## config.mk

```make
export PLATFORM = sky130hd
export DESIGN_NAME = gain_profile_control_regs
export DESIGN_NICKNAME = d
export VERILOG_FILES = /design/src/gain_profile_pkg.sv /design/src/gain_profile_control_regs.sv
export SDC_FILE = /design/constraint.sdc
export NUM_CORES = 1
export LEC_CHECK = 0
export BUFFER_PORTS_ARGS = -buffer_cell sky130_fd_sc_hd__buf_2
export CELL_PAD_IN_SITES_DETAIL_PLACEMENT = 0
export CELL_PAD_IN_SITES_GLOBAL_PLACEMENT = 1
export CORE_ASPECT_RATIO = 1.5
export CORE_MARGIN = 8
export CORE_UTILIZATION = 39
export CTS_CLUSTER_SIZE = 24
export DETAILED_ROUTE_END_ITERATION = 10
export PLACE_DENSITY_LB_ADDON = 0.1
export SLEW_MARGIN = 20
export SYNTH_ARGS = -nofsm -noshare
export SYNTH_HDL_FRONTEND = slang
export SYNTH_SLANG_ARGS = --single-unit
```

## constraint.sdc

```tcl
create_clock -name clk -period 1.8 [get_ports clk]
set_input_delay 0.18 -clock clk [delete_from_list [all_inputs] [get_ports clk]]
set_output_delay 0.18 -clock clk [all_outputs]
set_load 0.01 [all_outputs]
```

## src/gain_profile_pkg.sv

```systemverilog
package gain_profile_pkg;
	localparam int ADDR_W = 8;
	localparam int DATA_W = 16;

	localparam logic [7:0] OFS_IDX_RANGE  = 8'hB2;
	localparam logic [7:0] OFS_START_TIME = 8'hB3;
	localparam logic [7:0] OFS_HOLD_TIME  = 8'hB4;
	localparam logic [7:0] OFS_TRIG_CTRL  = 8'hB5;
	localparam logic [7:0] OFS_MODE_CTRL  = 8'hB6;
	localparam logic [7:0] OFS_WAIT_TIME  = 8'hB7;

	localparam logic [15:0] RST_IDX_RANGE  = 16'h009F;
	localparam logic [15:0] RST_ZERO       = 16'h0000;

	// trigger register fields
	localparam int TRIG_SLOPE0_POS   = 15;
	localparam int TRIG_INTSTART_POS = 14;
	localparam int TRIG_BANK_POS     = 12;
	localparam int TRIG_MANSTART_POS = 10;
	localparam int TRIG_GAIN_POS     = 0;
	// writable bits; reserved 11 and 9 and the self-clearing start bit drop
	localparam logic [15:0] TRIG_KEEP_MASK = 16'hF1FF;

	// mode register fields
	localparam int MODE_SEL_POS     = 14;
	localparam int MODE_PROF_POS    = 12;
	localparam int MODE_SRC_POS     = 11;
	localparam int MODE_RES_POS     = 7;
	localparam int MODE_ORDER_POS   = 6;
	localparam int MODE_ATTDIS_POS  = 5;
	localparam int MODE_SLOPE_POS   = 2;
	localparam logic [15:0] MODE_KEEP_MASK = 16'hFFFC;

	typedef enum logic [1:0] {
		MODE_EXT_NONUNIFORM,
		MODE_UPDOWN_RAMP,
		MODE_FIXED_GAIN,
		MODE_INT_NONUNIFORM
	} gain_mode_e;

	typedef struct packed {
		gain_mode_e  mode;
		logic [1:0]  profile;
		logic [1:0]  memBank;
		logic [3:0]  slopeFactor;
		logic [8:0]  fixedGainCode;
		logic [3:0]  inputResistanceSelect;
		logic        attenuatorOrderBit;
		logic        attenuatorEnable;
		logic [7:0]  startIndex;
		logic [7:0]  stopIndex;
		logic [15:0] startGainTime;
		logic [15:0] holdGainTime;
	} gain_cfg_s;
endpackage

```

## src/gain_profile_control_regs.sv

```systemverilog
// Chosen here: the plain strobed port.
`timescale 1ns/100ps
// Contract
// (RQ1) The two-bit mode field picks external non-uniform, ramp, fixed gain or internal non-uniform sequencing.
// (RQ2) Profile source bit 0 takes the profile from the two pins, 1 takes it from the register field.
// (RQ3) The register profile field codes 00..11 pick profiles 0..3 and count only while register selection is on.
// (RQ4) Internal start enable 0 uses the external start, 1 makes the block generate periodic starts.
// (RQ5) Writing 1 to the manual start bit gives exactly one start pulse; writing 0 does nothing.
// (RQ6) The memory bank field picks the gain memory bank for internal non-uniform mode.
// (RQ7) In fixed gain mode the nine-bit manual gain code is the constant gain code.
// (RQ8) The four-bit slope factor is bit 15 of the trigger register plus bits 4-2 of the mode register.
// (RQ9) The attenuator order bit chooses attenuation first (0) or amplifier gain first (1).
// (RQ10) The attenuator disable bit 0 enables the input attenuator and 1 disables it.
// (RQ11) Software programs the input resistance select code matching the source resistance.
// (RQ12) Profile 3 start index sits in bits 15-8 resetting to 0, stop index in bits 7-0 resetting to 9Fh.
// (RQ13) The sixteen-bit profile 3 start gain time resets to zero and sets when the ramp starts.
// (RQ14) The sixteen-bit profile 3 hold gain time sets the hold duration.
// (RQ15) With internal start selected the start period comes from the sixteen-bit wait-time register.
// (RQ16) Software writes zero to reserved bits and the logic ignores them.
module gain_profile_control_regs
(
	input  wire logic                                   clk,
	input  wire logic                                   rst_b,
	input  wire logic [gain_profile_pkg::ADDR_W-1:0]    regAddr,
	input  wire logic [gain_profile_pkg::DATA_W-1:0]    regWrData,
	input  wire logic                                   regWrite,
	input  wire logic                                   regRead,
	output logic      [gain_profile_pkg::DATA_W-1:0]    regRdData,
	input  wire logic                                   extStart,
	input  wire logic                                   profile_pin_hi,
	input  wire logic                                   profile_pin_lo,
	output logic                                        seqStart,
	output gain_profile_pkg::gain_cfg_s                 gainCfg,
	output logic                                        fixedGainActive
);
	logic [15:0] idxRange_reg;
	logic [15:0] startTime_reg;
	logic [15:0] holdTime_reg;
	logic [15:0] trigCtrl_reg;
	logic [15:0] modeCtrl_reg;
	logic [15:0] waitTime_reg;
	logic [15:0] periodCnt_reg;
	logic [15:0] periodCnt_next;
	logic        manualPend_reg;
	logic        periodPulse;
	logic [1:0]  pinSync1_reg;
	logic [1:0]  pinSync2_reg;
	logic        extSync1_reg;
	logic        extSync2_reg;
	logic        extPrev_reg;
	logic        extEdge;
	logic        intStartEn;
	logic [1:0]  activeProfile;

	function automatic logic hit(input logic [7:0] a, input logic [7:0] ofs);
		return regWrite && (a == ofs);
	endfunction

	// pins are asynchronous to clk
	always_ff @(posedge clk)
	begin
		if (!rst_b)
		begin
			pinSync1_reg <= 2'h0;
			pinSync2_reg <= 2'h0;
			extSync1_reg <= 1'b0;
			extSync2_reg <= 1'b0;
			extPrev_reg  <= 1'b0;
		end
		else
		begin
			pinSync1_reg <= {profile_pin_hi, profile_pin_lo};
			pinSync2_reg <= pinSync1_reg;
			extSync1_reg <= extStart;
			extSync2_reg <= extSync1_reg;
			extPrev_reg  <= extSync2_reg;
		end
	end

	always_ff @(posedge clk)
	begin
		if (!rst_b)
		begin
			idxRange_reg  <= gain_profile_pkg::RST_IDX_RANGE;
			startTime_reg <= gain_profile_pkg::RST_ZERO;
			holdTime_reg  <= gain_profile_pkg::RST_ZERO;
			trigCtrl_reg  <= gain_profile_pkg::RST_ZERO;
			modeCtrl_reg  <= gain_profile_pkg::RST_ZERO;
			waitTime_reg  <= gain_profile_pkg::RST_ZERO;
		end
		else
		begin
			if (hit(regAddr, gain_profile_pkg::OFS_IDX_RANGE))
				idxRange_reg <= regWrData; // RQ12
			if (hit(regAddr, gain_profile_pkg::OFS_START_TIME))
				startTime_reg <= regWrData; // RQ13
			if (hit(regAddr, gain_profile_pkg::OFS_HOLD_TIME))
				holdTime_reg <= regWrData; // RQ14
			if (hit(regAddr, gain_profile_pkg::OFS_TRIG_CTRL))
				trigCtrl_reg <= regWrData & gain_profile_pkg::TRIG_KEEP_MASK; // RQ16
			if (hit(regAddr, gain_profile_pkg::OFS_MODE_CTRL))
				modeCtrl_reg <= regWrData & gain_profile_pkg::MODE_KEEP_MASK; // RQ16
			if (hit(regAddr, gain_profile_pkg::OFS_WAIT_TIME))
				waitTime_reg <= regWrData; // RQ15
		end
	end

	// start bit is not stored; a write of 1 leaves one pending pulse
	always_ff @(posedge clk)
	begin
		if (!rst_b)
			manualPend_reg <= 1'b0;
		else
			manualPend_reg <= hit(regAddr, gain_profile_pkg::OFS_TRIG_CTRL)
				&& regWrData[gain_profile_pkg::TRIG_MANSTART_POS]; // RQ5
	end

	assign intStartEn = trigCtrl_reg[gain_profile_pkg::TRIG_INTSTART_POS];

	// a wait time of zero still gives a start every cycle, never a stall
	always_comb
	begin
		periodCnt_next = periodCnt_reg;
		if (!intStartEn || periodPulse)
			periodCnt_next = 16'h0000;
		else
			periodCnt_next = periodCnt_reg + 16'h0001;
	end

	assign periodPulse = intStartEn && (periodCnt_reg >= waitTime_reg); // RQ15

	always_ff @(posedge clk)
	begin
		if (!rst_b)
			periodCnt_reg <= 16'h0000;
		else
			periodCnt_reg <= periodCnt_next;
	end

	assign extEdge = extSync2_reg && !extPrev_reg;

	always_ff @(posedge clk)
	begin
		if (!rst_b)
			seqStart <= 1'b0;
		else if (intStartEn)
			seqStart <= periodPulse || manualPend_reg; // RQ4
		else
			seqStart <= extEdge || manualPend_reg; // RQ4 RQ5
	end

	// pin path has two sync stages of latency
	assign activeProfile = modeCtrl_reg[gain_profile_pkg::MODE_SRC_POS]
		? modeCtrl_reg[gain_profile_pkg::MODE_PROF_POS +: 2] // RQ3
		: pinSync2_reg; // RQ2

	always_ff @(posedge clk)
	begin
		if (!rst_b)
		begin
			gainCfg         <= '0;
			fixedGainActive <= 1'b0;
		end
		else
		begin
			gainCfg.mode <= gain_profile_pkg::gain_mode_e'(
				modeCtrl_reg[gain_profile_pkg::MODE_SEL_POS +: 2]); // RQ1
			gainCfg.profile <= activeProfile; // RQ2
			gainCfg.memBank <=
				trigCtrl_reg[gain_profile_pkg::TRIG_BANK_POS +: 2]; // RQ6
			gainCfg.slopeFactor <= {
				modeCtrl_reg[gain_profile_pkg::MODE_SLOPE_POS +: 3],
				trigCtrl_reg[gain_profile_pkg::TRIG_SLOPE0_POS]}; // RQ8
			gainCfg.fixedGainCode <=
				trigCtrl_reg[gain_profile_pkg::TRIG_GAIN_POS +: 9]; // RQ7
			gainCfg.inputResistanceSelect <=
				modeCtrl_reg[gain_profile_pkg::MODE_RES_POS +: 4]; // RQ11
			gainCfg.attenuatorOrderBit <=
				modeCtrl_reg[gain_profile_pkg::MODE_ORDER_POS]; // RQ9
			gainCfg.attenuatorEnable <=
				!modeCtrl_reg[gain_profile_pkg::MODE_ATTDIS_POS]; // RQ10
			gainCfg.startIndex    <= idxRange_reg[15:8]; // RQ12
			gainCfg.stopIndex     <= idxRange_reg[7:0]; // RQ12
			gainCfg.startGainTime <= startTime_reg; // RQ13
			gainCfg.holdGainTime  <= holdTime_reg; // RQ14
			fixedGainActive <= modeCtrl_reg[gain_profile_pkg::MODE_SEL_POS +: 2]
				== 2'h2; // RQ7
		end
	end

	// unmapped addresses read as zero
	always_ff @(posedge clk)
	begin
		if (!rst_b)
			regRdData <= 16'h0000;
		else if (regRead)
			unique case (regAddr)
				gain_profile_pkg::OFS_IDX_RANGE:  regRdData <= idxRange_reg;
				gain_profile_pkg::OFS_START_TIME: regRdData <= startTime_reg;
				gain_profile_pkg::OFS_HOLD_TIME:  regRdData <= holdTime_reg;
				gain_profile_pkg::OFS_TRIG_CTRL:  regRdData <= trigCtrl_reg;
				gain_profile_pkg::OFS_MODE_CTRL:  regRdData <= modeCtrl_reg;
				gain_profile_pkg::OFS_WAIT_TIME:  regRdData <= waitTime_reg;
				default:                          regRdData <= 16'h0000;
			endcase
		else
			regRdData <= 16'h0000;
	end
endmodule // gain_profile_control_regs

```

==> results of run 1 <==
==> final cells by class <==
| type | count | area share |
|---|---|---|
| Clock buffer | 25 | 0.0558 |
| Clock inverter | 11 | 0.0161 |
| Inverter | 42 | 0.0157 |
| Multi-Input combinational cell | 471 | 0.332 |
| Sequential cell | 206 | 0.411 |
| Tap cell | 260 | 0.0324 |
| Timing Repair Buffer | 210 | 0.136 |
==> path summary, 6_finish.rpt <==
| path | cells after the start | startpoint | end |
|---|---|---|---|
| setup / recovery | 7 | waitTime_reg[11]$_SDFFE_PN0P_ | periodCnt_reg[0]$_SDFF_PP0_ |
| hold reg to reg | 1 | extSync1_reg$_SDFF_PN0_ | extSync2_reg$_SDFF_PN0_ |
| hold / removal | 2 | rst_b | gainCfg[6]$_SDFF_PN0_ |
| setup reg to reg | 7 | waitTime_reg[11]$_SDFFE_PN0P_ | periodCnt_reg[0]$_SDFF_PP0_ |
==> layer usage <==
metal / part of all wire / vias to the layer above
met5: 0 / -
met3: 0.050 / 40
met2: 0.52 / 138
met1: 0.39 / 2902
li1: - / 2999
met4: 0.033 / 0
==> worst max-delay path, stage by stage, from the launching register on <==
cell	delay [ns]
sky130_fd_sc_hd__dfxtp_2	0.33
sky130_fd_sc_hd__inv_2	0.05
sky130_fd_sc_hd__ha_4	0.26
sky130_fd_sc_hd__nand4_1	0.12
sky130_fd_sc_hd__or4_4	0.55
sky130_fd_sc_hd__o31ai_4	0.29
sky130_fd_sc_hd__buf_6	0.20
sky130_fd_sc_hd__nor3_1	0.06
==> power groups by stage <==
stage                     combinational [mW]  sequential [mW]  clock (mW)
final                                  0.346             4.58        4.54
after global routing                   0.374             4.58        4.83
after CTS                              0.354             4.58        4.62
after detailed placement               0.324             4.69           0
after global placement                 0.322             4.69           0
after floorplan                        0.163             4.69           0
==> cell families after synthesis <==
family / Yosys count / synth area share
AOI/OAI and AO/OA: 137 / 0.106
xor gates and xnor gates: 11 / 0.0125
adders and majority gates: 17 / 0.0276
buffers and inverters: 89 / 0.0488
DFF: 206 / 0.535
muxes: 70 / 0.110
and+or+nand+nor: 236 / 0.160
==> cells in the mapped netlist (3+ instances only) <==
cell type,instances
sky130_fd_sc_hd__buf_2,6
sky130_fd_sc_hd__a211oi_1,3
sky130_fd_sc_hd__nand3_1,10
sky130_fd_sc_hd__clkbuf_1,34
sky130_fd_sc_hd__mux2i_1,53
sky130_fd_sc_hd__a2bb2oi_1,7
sky130_fd_sc_hd__nor2b_1,18
sky130_fd_sc_hd__and2_1,56
sky130_fd_sc_hd__dfxtp_1,206
sky130_fd_sc_hd__a22oi_1,6
sky130_fd_sc_hd__nor2_1,30
sky130_fd_sc_hd__or3_1,3
sky130_fd_sc_hd__o21ai_0,83
sky130_fd_sc_hd__mux4_2,11
sky130_fd_sc_hd__nand2_1,72
sky130_fd_sc_hd__ha_1,17
sky130_fd_sc_hd__a21oi_1,16
sky130_fd_sc_hd__nor3_1,17
sky130_fd_sc_hd__xor2_1,6
sky130_fd_sc_hd__xnor2_1,5
sky130_fd_sc_hd__mux2_2,6
sky130_fd_sc_hd__inv_1,42
sky130_fd_sc_hd__o31ai_1,13
sky130_fd_sc_hd__nand4_1,11
==> metrics by stage <==
stage | cell area [um2] | cells | total power, mW | hold WS, ns
2_1_floorplan | 7740 | 766 | 4.86 | 0.307
3_3_place_gp | 9070 | 1173 | 5.01 | 0.387
3_5_place_dp | 9070 | 1173 | 5.01 | 0.391
4_1_cts | 10100 | 1227 | 9.56 | 0.0338
5_1_grt | 10100 | 1225 | 9.78 | 0.0472
6_report | 10100 | 1225 | 9.47 | 0.0501
==> repair_timing <==
action,in CTS,in global routing
cloned,1,0
buffers inserted,2,0
resized for setup,17,7
hold endpoints to repair,18,0
setup endpoints to repair,17,17
pin swaps,9,9
hold buffers,15,0
==> impl_table.tex, run 1 <==
\begin{tabular}{lr}
\hline
Metric & Value \\
\hline
\multicolumn{2}{l}{\textbf{Finish}} \\
Number of nets at the end of the flow & 999 \\
Leading cell type in the layout, fill and taps excluded & sky130\_fd\_sc\_hd\_\_dfxtp\_1 \\
Register ranked first by flip-flop count & gainCfg \\
Antenna cells & 0 \\
Filler Cell Count & approximately 1900 \\
Area used by multi-input combinational logic & around 0.0033 mm2 \\
Final design utilization & 0.514 \\
Share of post-route cells with drive strength above 1 & 0.297 \\
Flip-flop count of the largest register after layout & 73 \\
Storage cell area & between 0.004 and 0.005 mm2 \\
Top library cells by usage in the layout, fill and taps aside & sky130\_fd\_sc\_hd\_\_dfxtp\_1 (196), sky130\_fd\_sc\_hd\_\_buf\_2 (120), sky130\_fd\_sc\_hd\_\_o21ai\_0 (82) \\
Growth of design area from synthesis to finish & 30.4\% \\
\multicolumn{2}{l}{\textbf{Setup path}} \\
Highest fanout seen on the critical path & 8 \\
Arrival time reported for the critical path endpoint & about 2.4 ns \\
Category of the worst setup path capture point & register \\
Crit path kind & reg2reg \\
Critical path data required time & about 2.2 ns \\
Register-to-register path setup slack & -0.17 ns \\
Startpoint kind of the worst setup timing path & register \\
\multicolumn{2}{l}{\textbf{Yosys}} \\
Unique masters post-synth & 52 \\
Synth Flop Type & sky130\_fd\_sc\_hd\_\_dfxtp\_1 \\
Biggest area contributors in the synthesized netlist & sky130\_fd\_sc\_hd\_\_dfxtp\_1 (53\%), sky130\_fd\_sc\_hd\_\_mux2i\_1 (6.9\%), sky130\_fd\_sc\_hd\_\_o21ai\_0 (5.4\%) \\
Number of flops mapped to enable cells by yosys & 0 \\
Number of synthesized register bits & just over 200 \\
Mean cell area of the mapped netlist & slightly above 10 um2 \\
Sequential fraction of the synthesis area & 0.535 \\
Synthesized instance count & $\sim$770 \\
Yosys warning count & 0 \\
Fraction of registers with async set/reset & 0 \\
Post-synth net total & a little over 800 \\
Most area-hungry cell type in the Yosys netlist & sky130\_fd\_sc\_hd\_\_dfxtp\_1 \\
Top cell type's share of synthesized area & 0.535 \\
Summed instance area of the synthesized netlist & 0.00771 mm2 \\
\multicolumn{2}{l}{\textbf{Die}} \\
Die width & 131 um \\
Floorplan core area & 0.0195 mm2 \\
Top-level I/O count & $\sim$120 \\
Number of core rows & 63 \\
Die H & between 150 and 200 um \\
Die area & approximately 0.025 mm2 \\
Initial Utilization & 0.394 \\
\multicolumn{2}{l}{\textbf{Timing}} \\
Period utilisation layout & 1.09 \\
Final Max Tran Viols & 0 \\
Number of failing setup endpoints in the final timing report & 17 \\
Final Hold Violating Endpoints & 0 \\
Minimum clock period after layout & roughly 2 ns \\
Transition time at the pin with the least slew margin & between 0.5 and 0.6 ns \\
Setup tns final & -2.46 ns \\
Worst setup margin & -0.166 ns \\
Highest attainable clock frequency & around 510 MHz \\
Unrepaired setup endpoints after global routing & yes \\
Remaining max-slew budget at the tightest pin & 0.659 \\
Worst-case clock skew & 0.0199 ns \\
\multicolumn{2}{l}{\textbf{Clock network}} \\
H-Tree Depth & 1 \\
TritonCTS Buffers & 20 \\
Clock tree from TritonCTS & built \\
Clock latency on the worst-skew pair & about 0.5 ns \\
Clock Root Buffer & sky130\_fd\_sc\_hd\_\_clkbuf\_16 \\
Maximum clock path buffer count & 3 \\
Post-CTS clock slew at the launch and capture registers of the worst setup and hold paths & approximately 0.06 ns \\
Clock sink total & 206 \\
\multicolumn{2}{l}{\textbf{Hold path}} \\
Worst min-delay path category & in2reg \\
\multicolumn{2}{l}{\textbf{Power and ir drop}} \\
Power Internal & 7.51 mW \\
Highest ir drop seen on vdd & approximately 0.52 mV \\
Switching power of the nets & roughly 2.0 mW \\
Proportion of power drawn by the clock network & 0.479 \\
Sequential share of power & 0.484 \\
Static leakage & around 4.3 nW \\
Fraction of power consumed by combinational cells & 0.037 \\
Sw Share & 0.207 \\
Power density over the cells & between 900 and 1000 mW/mm2 \\
\multicolumn{2}{l}{\textbf{Placement}} \\
Pre-CTS setup slack & -0.191 ns \\
Half-perimeter wire length of the detailed placement result & between 15000 and 20000 um \\
Final GP Congestion & a little under 0.8 \\
Count of input and output buffers & 121 \\
\multicolumn{2}{l}{\textbf{Global routing}} \\
Vias in the first global route & between 6000 and 7000 \\
Antenna violations before repair & 0 \\
GRT busiest layer & met2 \\
Global-route total usage across every layer & 0.182 \\
Met3 Track Usage GR & 0.0249 \\
M1 GR Usage & 0.208 \\
Met2 track demand over resource in global routing & 0.330 \\
Pin count of the biggest net entering global routing & 44 \\
First-pass GRT wire length & 34700 um \\
Grt total ovfl & 0 \\
\multicolumn{2}{l}{\textbf{Drt}} \\
First-pass DRT Iterations & 4 \\
Routed Antenna Nets & 0 \\
DR iter-0 viols & $\sim$380 \\
Drt drc & 0 \\
Final WL & between 20000 and 25000 um \\
Via count & 6079 \\
Ratio of routed vias to standard cells & 4.96 \\
Average detailed-routed wire length per instance & about 18 um \\
\multicolumn{2}{l}{\textbf{Status}} \\
Outcome & complete, but fails checks \\
Violations in the final reports & setup timing \\
\multicolumn{2}{l}{\textbf{Job}} \\
Max Cap Viol & 0 \\
\hline
\end{tabular}
No activity file was read; power rests on OpenSTA's default activity.
==> run 2, diff against run 1 <==
--- a/config.mk
+++ b/config.mk
@@ -8,7 +8,7 @@
 export BUFFER_PORTS_ARGS = -buffer_cell sky130_fd_sc_hd__buf_2
 export CELL_PAD_IN_SITES_DETAIL_PLACEMENT = 0
 export CELL_PAD_IN_SITES_GLOBAL_PLACEMENT = 1
-export CORE_ASPECT_RATIO = 1.5
+export CORE_ASPECT_RATIO = 0.9
 export CORE_MARGIN = 8
 export CORE_UTILIZATION = 39
 export CTS_CLUSTER_SIZE = 24
==> run 2 against run 1 <==
  * The run still ends with setup timing left
  * Sequential power barely moved
  * Register-to-register slack improved by 0.05 ns
  * Die area fell by 0.35%
  * Sequential share of layout area rose by 0.26 points
  * Core utilization rose by 0.34 points
  * Final cell count fell by 1.4%
  * Design area fell by 0.72%
==> impl_table.tex, run 2 (synthesis results as in run 1) <==
\begin{tabular}{lr}
\hline
Metric & Value \\
\hline
\multicolumn{2}{l}{\textbf{Power and ir drop}} \\
Power density over the cells & 973 mW/mm2 (+3.3\%) \\
Static leakage & 4.27 nW (-0.94\%) \\
Overall power of the completed layout & 9.71 mW (+2.6\%) \\
Highest ir drop seen on vdd & 0.659 mV (+27\%) \\
\multicolumn{2}{l}{\textbf{Global routing}} \\
Grt total ovfl & 0 (unchanged) \\
Vias in the first global route & 6214 (-1.7\%) \\
Antenna violations before repair & 0 (unchanged) \\
Global-route total usage across every layer & 0.182 (-0.000235) \\
First-pass GRT wire length & 35100 um (+1.2\%) \\
Pin count of the biggest net entering global routing & 57 (+30\%) \\
\multicolumn{2}{l}{\textbf{Status}} \\
Violations in the final reports & setup timing \\
Outcome & complete, but fails checks \\
\multicolumn{2}{l}{\textbf{Clock network}} \\
Clock Root Buffer & sky130\_fd\_sc\_hd\_\_clkbuf\_16 \\
Clock latency on the worst-skew pair & 0.50 ns (about the same) \\
Clock tree from TritonCTS & built \\
H-Tree Depth & 1 (unchanged) \\
TritonCTS Buffers & 22 (+10\%) \\
Post-CTS clock slew at the launch and capture registers of the worst setup and hold paths & 0.06 ns (about the same) \\
Clock sink total & 206 (unchanged) \\
Maximum clock path buffer count & 3 (unchanged) \\
\multicolumn{2}{l}{\textbf{Placement}} \\
Final GP Congestion & 0.831 (+4.5\%) \\
Pre-CTS setup slack & -0.144 ns (+0.0473 ns) \\
Count of input and output buffers & 121 (unchanged) \\
Half-perimeter wire length of the detailed placement result & 16400 um (-2.4\%) \\
Placed Instances & 1150 (-2.0\%) \\
\multicolumn{2}{l}{\textbf{Timing}} \\
Remaining max-slew budget at the tightest pin & 0.530 (-0.130) \\
Tightest hold margin & 0.0669 ns (+0.0168 ns) \\
Minimum clock period after layout & 1.92 ns (-0.0455 ns) \\
Worst-case clock skew & 0.00827 ns (-0.0116 ns) \\
Period utilisation layout & 1.07 (-0.0253) \\
Highest attainable clock frequency & 521 MHz (+2.4\%) \\
Final Max Tran Viols & 0 (unchanged) \\
Setup tns final & -1.84 ns (+0.621 ns) \\
Worst setup margin & -0.120 ns (+0.0455 ns) \\
Transition time at the pin with the least slew margin & 0.706 ns (+0.195 ns) \\
Number of failing setup endpoints in the final timing report & 17 (unchanged) \\
Final Hold Violating Endpoints & 0 (unchanged) \\
Unrepaired setup endpoints after global routing & yes \\
\multicolumn{2}{l}{\textbf{Setup path}} \\
Critical path data required time & 2.19 ns (about the same) \\
Register-to-register path setup slack & -0.12 ns (+0.05 ns) \\
R2r startpoint & waitTime\_reg[10]\$\_SDFFE\_PN0P\_ \\
Category of the worst setup path capture point & register \\
Worst flop-to-flop path endpoint & periodCnt\_reg[0]\$\_SDFF\_PP0\_ \\
Critical path endpoint & periodCnt\_reg[0]\$\_SDFF\_PP0\_ \\
Highest fanout seen on the critical path & 8 (unchanged) \\
Crit. Startpoint & waitTime\_reg[10]\$\_SDFFE\_PN0P\_ \\
Arrival time reported for the critical path endpoint & 2.31 ns (-0.04 ns) \\
Startpoint kind of the worst setup timing path & register \\
Number of cells traversed by the worst register-to-register path & 7 (unchanged) \\
Crit path kind & reg2reg \\
\multicolumn{2}{l}{\textbf{Job}} \\
Max Cap Viol & 0 (unchanged) \\
\multicolumn{2}{l}{\textbf{Finish}} \\
Leading cell type in the layout, fill and taps excluded & sky130\_fd\_sc\_hd\_\_dfxtp\_1 \\
Flip-flop count of the largest register after layout & 73 (unchanged) \\
Register ranked first by flip-flop count & gainCfg \\
Growth of design area from synthesis to finish & 29.4\% \\
Number of nets at the end of the flow & 990 (-0.90\%) \\
Storage cell area & 0.00413 mm2 (about the same) \\
Post-route non-filler standard cell count & 1208 (-1.4\%) \\
Top library cells by usage in the layout, fill and taps aside & sky130\_fd\_sc\_hd\_\_dfxtp\_1 (199), sky130\_fd\_sc\_hd\_\_buf\_2 (120), sky130\_fd\_sc\_hd\_\_o21ai\_0 (82) \\
Share of post-route cells with drive strength above 1 & 0.285 (-0.0124) \\
Antenna cells & 0 (unchanged) \\
Filler Cell Count & 1744 (-7.9\%) \\
Area used by multi-input combinational logic & 0.00331 mm2 (-1.0\%) \\
\multicolumn{2}{l}{\textbf{Drt}} \\
First-pass DRT Iterations & 5 (+1) \\
Average detailed-routed wire length per instance & 18.6 um (+2.2\%) \\
DR iter-0 viols & 287 (-25\%) \\
Routed Antenna Nets & 0 (unchanged) \\
Final WL & 22500 um (+0.79\%) \\
Drt drc & 0 (unchanged) \\
Ratio of routed vias to standard cells & 5.08 (+2.4\%) \\
Via count & 6137 (+0.95\%) \\
\multicolumn{2}{l}{\textbf{Die}} \\
Initial Utilization & 0.400 (+0.00553) \\
Top-level I/O count & 122 (unchanged) \\
Die H & 149 um (-21\%) \\
Die width & 164 um (+26\%) \\
Number of core rows & 48 (-24\%) \\
Die area & 0.0245 mm2 (-0.35\%) \\
Floorplan core area & 0.0193 mm2 (-1.4\%) \\
\multicolumn{2}{l}{\textbf{Hold path}} \\
Source of the worst hold timing path & regWrData[11] \\
Worst min-delay path category & in2reg \\
\hline
\end{tabular}
-- run 2: area by class of cell --
type                    instances  share of cell area
multi-input cells             471               0.331
flip-flops and latches        206               0.414
inverters                      42              0.0158
well taps                     250              0.0313
clock inverters                14              0.0184
clock buffers                  26              0.0588
repair buffers                199               0.130
-- run 2: what timing repair did --
action | 4_1_cts | 5_1_grt
setup buffers | 3 | 0
hold endpoints to repair | 20 | 0
hold buffers | 15 | 0
gates resized for setup | 12 | 5
pin swaps | 9 | 7
endpoints found under the setup margin | 17 | 17
-- run 2: worst min-delay path by stage --
stage	endpoint	slack, ns	cells past startpoint
2_1_floorplan	extSync1_reg$_SDFF_PN0_	0.31	1
3_3_place_gp	pinSync1_reg[0]$_SDFF_PN0_	0.39	2
3_5_place_dp	extSync1_reg$_SDFF_PN0_	0.39	2
4_1_cts	modeCtrl_reg[11]$_SDFFE_PN0P_	0.06	3
5_1_grt	seqStart$_SDFF_PN0_	0.07	2
6_report	modeCtrl_reg[11]$_SDFFE_PN0P_	0.07	3
-- run 2: worst max-delay path, cell delays in order, from the launching register on --
cell,delay [ns]
sky130_fd_sc_hd__dfxtp_2,0.33
sky130_fd_sc_hd__inv_2,0.05
sky130_fd_sc_hd__ha_4,0.26
sky130_fd_sc_hd__nand4_1,0.12
sky130_fd_sc_hd__or4_4,0.57
sky130_fd_sc_hd__o31ai_4,0.23
sky130_fd_sc_hd__buf_6,0.19
sky130_fd_sc_hd__nor3_2,0.05
-- run 2: stage by stage --
stage               area [um2]   util
floorplan                 7740      -
global placement          8960  0.465
detailed placement        8960  0.465
CTS                       9960  0.517
global route              9980  0.518
finish                    9980  0.518
-- run 2: where the power goes --
part           internal, mW  leakage, nW  switching (mW)
registers              4.58         1.67         0.00580
logic                 0.137         2.24           0.215
clock network          2.92        0.368            1.86
total                  7.63         4.27            2.08
-- run 2: routing by layer --
metal / part of all wire / up-vias / GRT usage
met4: 0.032 / 0 / 0.0595
met2: 0.43 / 189 / 0.280
met3: 0.061 / 43 / 0.0375
li1: - / 2975 / -
met5: 0 / - / 0
met1: 0.48 / 2930 / 0.250
